<file path="config.mk">
export PLATFORM = sky130hd
export DESIGN_NAME = data_memory_bank_decode
export DESIGN_NICKNAME = d
export VERILOG_FILES = /design/src/verilog/data_memory_bank_decode_pkg.sv /design/src/verilog/data_memory_bank_decode.sv
export SDC_FILE = /design/constraint.sdc
export NUM_CORES = 2
export LEC_CHECK = 0
export BUFFER_PORTS_ARGS = -buffer_cell sky130_fd_sc_hd__clkbuf_2
export CAP_MARGIN = 10
export CORE_MARGIN = 1
export CORE_UTILIZATION = 63
export CTS_CLUSTER_DIAMETER = 100
export CTS_CLUSTER_SIZE = 20
export DETAILED_ROUTE_END_ITERATION = 6
export PLACE_DENSITY = 0.8
export SLEW_MARGIN = 20
export SYNTH_ARGS = -nofsm -noshare
export SYNTH_HDL_FRONTEND = slang
export SYNTH_SLANG_ARGS = --single-unit
</file>
<file path="constraint.sdc">
create_clock -name core_clk -period 4.98 [get_ports core_clk]
set_input_delay 0 -clock core_clk [delete_from_list [all_inputs] [get_ports core_clk]]
set_output_delay 0 -clock core_clk [all_outputs]
set_load 0.02 [all_outputs]
</file>
<file path="src/verilog/data_memory_bank_decode_pkg.sv">
package data_memory_bank_decode_pkg;
  localparam int          DATA_W          = 8;
  localparam int          OFF_W           = 7;
  localparam int          PC_W            = 11;
  localparam int          PCH_W           = 3;
  localparam int          RAM_DEPTH       = 128;
  localparam logic [6:0]  OFF_INDIRECT    = 7'h00;
  localparam logic [6:0]  OFF_TIMER       = 7'h01;
  localparam logic [6:0]  OFF_PC_LOW      = 7'h02;
  localparam logic [6:0]  OFF_STATUS      = 7'h03;
  localparam logic [6:0]  OFF_FSP         = 7'h04;
  localparam logic [6:0]  OFF_PC_HIGH_BUF = 7'h0A;
  localparam logic [6:0]  SFR_LAST        = 7'h1F;
  localparam logic [6:0]  RAM_FIRST       = 7'h20;
  localparam logic [6:0]  RAM_SHARED      = 7'h40;
  localparam logic [6:0]  RAM_BANK1_BASE  = 7'h60;
  localparam logic [6:0]  AUX_ONE_LAST    = 7'h0F;
  localparam logic [6:0]  AUX_TWO_LAST    = 7'h18;
  localparam logic [31:0] MAIN_SFR_MASK   = 32'h9FFFDF7F;
  localparam logic [15:0] AUX_ONE_MASK    = 16'hD660;
  localparam logic [24:0] AUX_TWO_MASK    = 25'h17FFFFF;
  localparam logic [1:0]  BANK_ONE        = 2'h1;
  localparam logic [1:0]  BANK_THREE      = 2'h3;
  localparam int          BANK_HI         = 7;
  localparam int          BANK_LO         = 6;
  localparam logic [7:0]  STATUS_RESET    = 8'h18;
  localparam logic [7:0]  FSP_RESET       = 8'h00;
  localparam logic [2:0]  PCH_RESET       = 3'h0;
  localparam logic [10:0] PC_RESET        = 11'h000;
  localparam logic [10:0] PC_ONE          = 11'h001;
  localparam logic [7:0]  ZERO_BYTE       = 8'h00;
  localparam logic [7:0]  ONE_BYTE        = 8'h01;
  typedef enum logic [1:0] {PAGE_MAIN, PAGE_AUX_ONE, PAGE_AUX_TWO} page_t;
  typedef enum logic [1:0] {PC_HOLD, PC_STEP, PC_JUMP, PC_CALL} pc_op_t;
endpackage

</file>
<file path="src/verilog/data_memory_bank_decode.sv">
`timescale 1ns/1ps
module data_memory_bank_decode
(
  input  wire logic                                core_clk,
  input  wire logic                                reset_n,
  input  wire logic                                reqValid,
  input  wire logic                                reqWrite,
  input  wire data_memory_bank_decode_pkg::page_t  reqPage,
  input  wire logic [6:0]                          reqOffset,
  input  wire logic [7:0]                          reqWrData,
  input  wire logic [7:0]                          extRdData,
  input  wire logic                                instrDone,
  input  wire data_memory_bank_decode_pkg::pc_op_t pcOp,
  input  wire logic [10:0]                         instrTarget,
  input  wire logic                                timerSrcPin,
  input  wire logic                                cfgLowOscSel,
  input  wire logic                                extTimerClkIn,
  input  wire logic                                lowOscClkIn,
  output logic [7:0]                               rdData_reg,
  output logic                                     rdValid_reg,
  output logic                                     extStrobe_reg,
  output logic                                     extWrite_reg,
  output data_memory_bank_decode_pkg::page_t       extPage_reg,
  output logic [4:0]                               extOffset_reg,
  output logic [7:0]                               extWrData_reg,
  output logic [7:0]                               statusValue_reg,
  output logic [10:0]                              pcValue_reg,
  output logic                                     pushValid_reg,
  output logic [10:0]                              pushAddr_reg,
  output logic [7:0]                               timerCount_reg
);
  import data_memory_bank_decode_pkg::*;

  function automatic logic [6:0] ramIndex(input logic [1:0] bank,
                                          input logic [6:0] off);
    logic [6:0] low;
    low = 7'(off - RAM_FIRST);
    if ((bank == BANK_ONE || bank == BANK_THREE) && off < RAM_SHARED)
      ramIndex = 7'(low + RAM_BANK1_BASE);
    else
      ramIndex = low;
  endfunction

  logic [7:0] ramMem_reg [RAM_DEPTH];
  logic [7:0] ramMem_next [RAM_DEPTH];
  logic [7:0] fsp_reg, fsp_next, status_next;
  logic [2:0] program_counter_high_buffer_reg, program_counter_high_buffer_next;
  logic       readPend_reg, readPend_next, useExt_reg, useExt_next;
  logic [7:0] intRd_reg, intRd_next, rdData_next;
  logic       extStrobe_next, extWrite_next;
  page_t      extPage_next;
  logic [4:0] extOffset_next;
  logic [7:0] extWrData_next;
  logic [6:0] effOff, ramIdx;
  logic [1:0] bank;
  logic       isIndirect, ramHit, tmrWrEn, pclWrEn, hit, isExt;

  always_comb
  begin
    ramMem_next    = ramMem_reg;
    fsp_next       = fsp_reg;
    status_next    = statusValue_reg;
    program_counter_high_buffer_next    = program_counter_high_buffer_reg;
    intRd_next     = ZERO_BYTE;
    useExt_next    = 1'b0;
    readPend_next  = reqValid && !reqWrite;
    rdData_next    = useExt_reg ? extRdData : intRd_reg;
    extStrobe_next = 1'b0;
    extWrite_next  = 1'b0;
    extPage_next   = extPage_reg;
    extOffset_next = extOffset_reg;
    extWrData_next = extWrData_reg;
    tmrWrEn        = 1'b0;
    pclWrEn        = 1'b0;
    ramHit         = 1'b0;
    hit            = 1'b0;
    isExt          = 1'b0;
    bank = statusValue_reg[BANK_HI:BANK_LO];
    isIndirect = reqPage == PAGE_MAIN && reqOffset == OFF_INDIRECT;
    // direct offset from opcode, indirect from pointer
    effOff = isIndirect ? fsp_reg[6:0] : reqOffset;
    ramIdx = ramIndex(bank, effOff);
    // pages chosen only by the dedicated access kind
    if (reqPage == PAGE_MAIN)
    begin
      if (effOff > SFR_LAST)
        ramHit = 1'b1;
      else
        // pointer at the port itself reaches nothing
        hit = MAIN_SFR_MASK[effOff[4:0]] && effOff != OFF_INDIRECT;
      // bank bits unused below 0x20
      isExt = hit && effOff != OFF_TIMER && effOff != OFF_PC_LOW
              && effOff != OFF_STATUS && effOff != OFF_FSP
              && effOff != OFF_PC_HIGH_BUF;
    end
    else if (reqPage == PAGE_AUX_ONE)
    begin
      // bank bits ignored here
      hit = effOff <= AUX_ONE_LAST && AUX_ONE_MASK[effOff[3:0]];
      isExt = hit;
    end
    else
    begin
      hit = effOff <= AUX_TWO_LAST && AUX_TWO_MASK[effOff[4:0]];
      isExt = hit;
    end
    if (reqValid)
    begin
      if (ramHit)
      begin
        if (reqWrite)
          ramMem_next[ramIdx] = reqWrData;
        intRd_next = ramMem_reg[ramIdx];
      end
      else if (isExt)
      begin
        extStrobe_next = 1'b1;
        extWrite_next  = reqWrite;
        extPage_next   = reqPage;
        extOffset_next = effOff[4:0];
        extWrData_next = reqWrData;
        useExt_next    = !reqWrite;
      end
      else if (hit)
      begin
        if (effOff == OFF_TIMER)
        begin
          tmrWrEn    = reqWrite;
          intRd_next = timerCount_reg;
        end
        else if (effOff == OFF_PC_LOW)
        begin
          pclWrEn    = reqWrite;
          intRd_next = pcValue_reg[7:0];
        end
        else if (effOff == OFF_STATUS)
        begin
          if (reqWrite)
            status_next = reqWrData;
          intRd_next = statusValue_reg;
        end
        else if (effOff == OFF_FSP)
        begin
          if (reqWrite)
            fsp_next = reqWrData;
          intRd_next = fsp_reg;
        end
        else if (reqWrite)
          program_counter_high_buffer_next = reqWrData[2:0];  // write-only, reads zero
      end
      // holes fall through: no store, zero read
    end
  end

  always_ff @(posedge core_clk or negedge reset_n)
  begin
    if (!reset_n)
    begin
      for (int i = 0; i < RAM_DEPTH; i++)
        ramMem_reg[i] <= ZERO_BYTE;
      fsp_reg         <= FSP_RESET;
      statusValue_reg <= STATUS_RESET;
      program_counter_high_buffer_reg      <= PCH_RESET;
      readPend_reg    <= 1'b0;
      useExt_reg      <= 1'b0;
      intRd_reg       <= ZERO_BYTE;
      rdData_reg      <= ZERO_BYTE;
      rdValid_reg     <= 1'b0;
      extStrobe_reg   <= 1'b0;
      extWrite_reg    <= 1'b0;
      extPage_reg     <= PAGE_MAIN;
      extOffset_reg   <= 5'h00;
      extWrData_reg   <= ZERO_BYTE;
    end
    else
    begin
      ramMem_reg      <= ramMem_next;
      fsp_reg         <= fsp_next;
      statusValue_reg <= status_next;
      program_counter_high_buffer_reg      <= program_counter_high_buffer_next;
      readPend_reg    <= readPend_next;
      useExt_reg      <= useExt_next;
      intRd_reg       <= intRd_next;
      rdData_reg      <= rdData_next;
      rdValid_reg     <= readPend_reg;
      extStrobe_reg   <= extStrobe_next;
      extWrite_reg    <= extWrite_next;
      extPage_reg     <= extPage_next;
      extOffset_reg   <= extOffset_next;
      extWrData_reg   <= extWrData_next;
    end
  end

  logic [10:0] pcNext, pushAddr_next;
  logic        pushValid_next;

  always_comb
  begin
    pcNext         = pcValue_reg;
    pushValid_next = 1'b0;
    pushAddr_next  = pushAddr_reg;
    if (pclWrEn)
      pcNext = {program_counter_high_buffer_reg, reqWrData};
    else if (instrDone)
    begin
      case (pcOp)
        PC_STEP: pcNext = pcValue_reg + PC_ONE;
        PC_JUMP: pcNext = instrTarget;
        PC_CALL:
        begin
          pcNext         = instrTarget;
          pushValid_next = 1'b1;
          pushAddr_next  = pcValue_reg + PC_ONE;
        end
        default: pcNext = pcValue_reg;
      endcase
    end
  end

  always_ff @(posedge core_clk or negedge reset_n)
  begin
    if (!reset_n)
    begin
      pcValue_reg   <= PC_RESET;
      pushValid_reg <= 1'b0;
      pushAddr_reg  <= PC_RESET;
    end
    else
    begin
      pcValue_reg   <= pcNext;
      pushValid_reg <= pushValid_next;
      pushAddr_reg  <= pushAddr_next;
    end
  end

  // both timer pins are asynchronous: two stages, then an edge stage
  logic [2:0] pinSync_reg, pinSync_next, oscSync_reg, oscSync_next;
  logic [7:0] timerNext;
  logic       timerTick;

  always_comb
  begin
    pinSync_next = {pinSync_reg[1:0], extTimerClkIn};
    oscSync_next = {oscSync_reg[1:0], lowOscClkIn};
    if (timerSrcPin)
      timerTick = pinSync_reg[1] && !pinSync_reg[2];
    else if (cfgLowOscSel)
      timerTick = oscSync_reg[1] && !oscSync_reg[2];
    else
      timerTick = instrDone;
    timerNext = timerCount_reg;
    // a write wins over a tick in the same cycle
    if (tmrWrEn)
      timerNext = reqWrData;
    else if (timerTick)
      timerNext = timerCount_reg + ONE_BYTE;
  end

  always_ff @(posedge core_clk or negedge reset_n)
  begin
    if (!reset_n)
    begin
      pinSync_reg    <= 3'h0;
      oscSync_reg    <= 3'h0;
      timerCount_reg <= ZERO_BYTE;
    end
    else
    begin
      pinSync_reg    <= pinSync_next;
      oscSync_reg    <= oscSync_next;
      timerCount_reg <= timerNext;
    end
  end
endmodule

</file>
==> metrics.txt <==
Overflow after GRT 0; largest family of logic cells by synthesized area multiplexers; max cap viols 0; Placed Area 54210 µm²; Tot Pwr 16.39 mW; Hold Path Sink pcValue_reg[5]; status completed; # DRC 0; initial cell density of the core 0.6383; Clock Sinks 1116; initial drt markers 3785; I/O Pins 112; Required @ worst endpoint 5.56 ns; Slew Limit Fails 0; worst clock skew about 0.03 ns; root buffer cell clkbuf_16; Period minus WS final 4.847 ns; Hold Vio Cnt, Final 0; Avg Vias per Cell 6.765; R2R Path End intRd_reg[6]; Setup CP Type register to register; I/O Buffers 111; CP Capture Type register; Final Wtd Congestion 0.9402; Comb power frac 0.104; setup repair bufs after CTS 0; hold path start instrDone; die width 290.9 µm; DP HPWL 91.07 mm; type of the most critical hold path input port to register; power per standard cell area around 290 nW/µm²; post-synthesis mux area share 0.2957; max FFs per register between 1000 and 1500; vias post-DR 35550; cell area after layout between 50000 and 60000 µm²; First-pass DRT Iterations 6; ratio of cells with drive above 1 in the final layout 0.3663; LEAKAGE 26.85 nW; Peak VDD IR between 0.2 and 0.25 mV; RSZ-0062 raised after global routing no; Max Fclk around 210 MHz; largest net degree at the start of global routing 134; syn_area_per_cell between 10 and 15 µm²; clock tree buffer depth 3; Reg2Reg Depth 9; post-synthesis compound-gate area fraction 0.04798; most frequent CP cell buf_4; final-report setup violation count 0; drt wl/cell 27.68 µm; slowest stage delay, CP 0.91 ns; ANT nets after route 0; Post-Synth Simple-Gate Area 0.09555; Net Count, Synth 4209; switch share 0.2610; sequential share of the synthesized area 0.5312; antenna violations before repair 1; r2r startpoint fsp_reg[0]; vias in the first global route ~36000; Setup TNS 0 ns; Die Footprint 84610 µm²; Crit Path Max Fanout 41; Worst Hold Depth 5; GRT Total Usage 0.3471; n_diodes 0; Buf/Inv on CP 2; CP startpoint kind register; R2R Setup Slk 0.13 ns; CTS tree built; Seq cells post-synth 1116; distinct cell type count after synthesis 76; worst skew pair latency 0.68 ns; nets 4223; number of CTS-inserted buffers 61; Worst Tran Pin Value 1.209 ns; critical path, cell by cell a41oi_4 -> buf_4 -> buf_4 -> nand3_1 -> o22ai_1 -> a21oi_1 -> a31oi_1 -> o221ai_1 -> o31ai_1; EDFF count, synth 0; P_sw 4.279 mW; Syn Std Cell Area 52580 µm²; Final period util 0.9732; cell row count 105; crit path DAT about 5.4 ns; fillcell total 5743; area delta synth->final 7.142%; xor-xnor portion of the synthesized cell area 0.002665; Slowest cell on crit path nand3_1; CP delay by family, top compound AO/OA/AOI/OAI gates; register share of total power 0.576; first-pass GRT wire length 225.3 mm; Cell Int Power 12.12 mW; Adder-Cell Fraction of Synth Area 0.001428; power share of the clock group 0.320; clk slew on worst S/H paths around 0.090 ns; Max H-tree Level 2; YS warnings 0; fraction of registers with async set/reset 1.000; Synth Flop Type dfrtp_1; synthesized instance count roughly 4200; Die Ht 290.9 µm; Post-Route WL 145.5 mm; slew margin rel. 0.1886; core footprint 82370 µm²
[layer usage]
metal,GRT usage,up-vias,wire [µm],part of all wire
met3,0.08353,419,14300,0.098
met2,0.5249,1784,65750,0.45
li1,-,14920,-,-
met1,0.4807,18420,57880,0.40
met4,0.1537,2,7549,0.052
met5,0,-,7,0.000048
[through the flow]
| step | utilization | setup slack (ns) | hold WS [ns] | std cells |
|---|---|---|---|---|
| 3_3_place_gp | 0.6579 | 0.3117 | 0.1100 | 5131 |
| 4_1_cts | 0.6838 | 0.4209 | 0.01261 | 5255 |
| 5_1_grt | 0.6839 | 0.2210 | 0.07340 | 5255 |
| 3_5_place_dp | 0.6581 | 0.1799 | 0.1116 | 5131 |
| 2_1_floorplan | - | 1.064 | -0.2956 | 4156 |
| 6_report | 0.6839 | 0.1335 | 0.04010 | 5255 |
[worst max-delay path by stage]
stage,cells after the start,end,start,slack (ns)
floorplan,18,extOffset_reg[2],fsp_reg[1],1.06
global placement,11,intRd_reg[6],reqOffset[1],0.31
detailed placement,11,intRd_reg[7],reqOffset[1],0.18
CTS,12,intRd_reg[7],reqPage[0],0.42
global route,9,intRd_reg[6],fsp_reg[0],0.22
finish,9,intRd_reg[6],fsp_reg[0],0.13
[cells in the final DEF, fill, tap and decap left out, types with 56 or more instances in the layout]
cell and count:
a21oi_1 102, buf_4 88, clkbuf_16 63, clkbuf_2 102, dfrtp_1 1114, mux2_1 56
mux2_2 1024, mux2i_1 148, mux4_2 84, nand2_1 510, nand3_1 236, nor2_1 56
nor2_2 76
[repair_timing]
item,CTS,global route
resized for setup,0,0
hold endpoints to repair,179,0
hold buffers,46,0
[cells in the mapped netlist (24+ instances only)]
library cell | instances | area share
nor3_1 | 26 | 0.0025
nand3_1 | 236 | 0.022
nand2_1 | 510 | 0.036
mux2i_1 | 149 | 0.028
o21ai_0 | 42 | 0.0040
nor2_2 | 74 | 0.0088
a21oi_1 | 102 | 0.0097
a22oi_1 | 38 | 0.0054
nor2_1 | 59 | 0.0042
a31oi_1 | 26 | 0.0031
mux2_1 | 56 | 0.012
buf_2 | 76 | 0.0072
nor2_4 | 29 | 0.0062
clkbuf_1 | 188 | 0.013
dfrtp_1 | 1114 | 0.53
mux2_2 | 1024 | 0.22
mux4_2 | 84 | 0.036
o22ai_1 | 24 | 0.0029
[cells by family after synthesis]
kind of cell    Yosys count
flops                  1116
mux                    1313
buf+inv                 316
fa+ha+maj                 6
simple gates           1017
compound gates          372
xor+xnor                 16
[worst reg2reg max path, delay by kind of cell (launching register included)]
| family | cells | cell delay (ns) |
|---|---|---|
| AND/OR/NAND/NOR | 1 | 0.93 |
| flip-flops | 1 | 0.44 |
| AO/OA/AOI/OAI | 6 | 2.14 |
| buffers and inverters | 2 | 1.24 |
[cell type report]
type | instances | area (µm²) | share of cell area
repair buffers | 249 | 1887 | 0.03349
flip-flops and latches | 1116 | 27930 | 0.4958
clock inverters | 2 | 38.79 | 0.0006886
inverters | 18 | 80.08 | 0.001422
clock buffers | 76 | 1625 | 0.02885
multi-input cells | 2724 | 23430 | 0.4160
well taps | 1070 | 1339 | 0.02377
[power groups by stage]
stage | combinational [mW] | sequential (mW) | clock [mW]
floorplan | 0.785 | 9.69 | 0
global placement | 1.60 | 9.61 | 0
detailed placement | 1.63 | 9.62 | 0
CTS | 1.68 | 9.44 | 5.29
global route | 1.81 | 9.47 | 5.61
finish | 1.71 | 9.45 | 5.24
No activity file was read; power rests on OpenSTA's default activity.
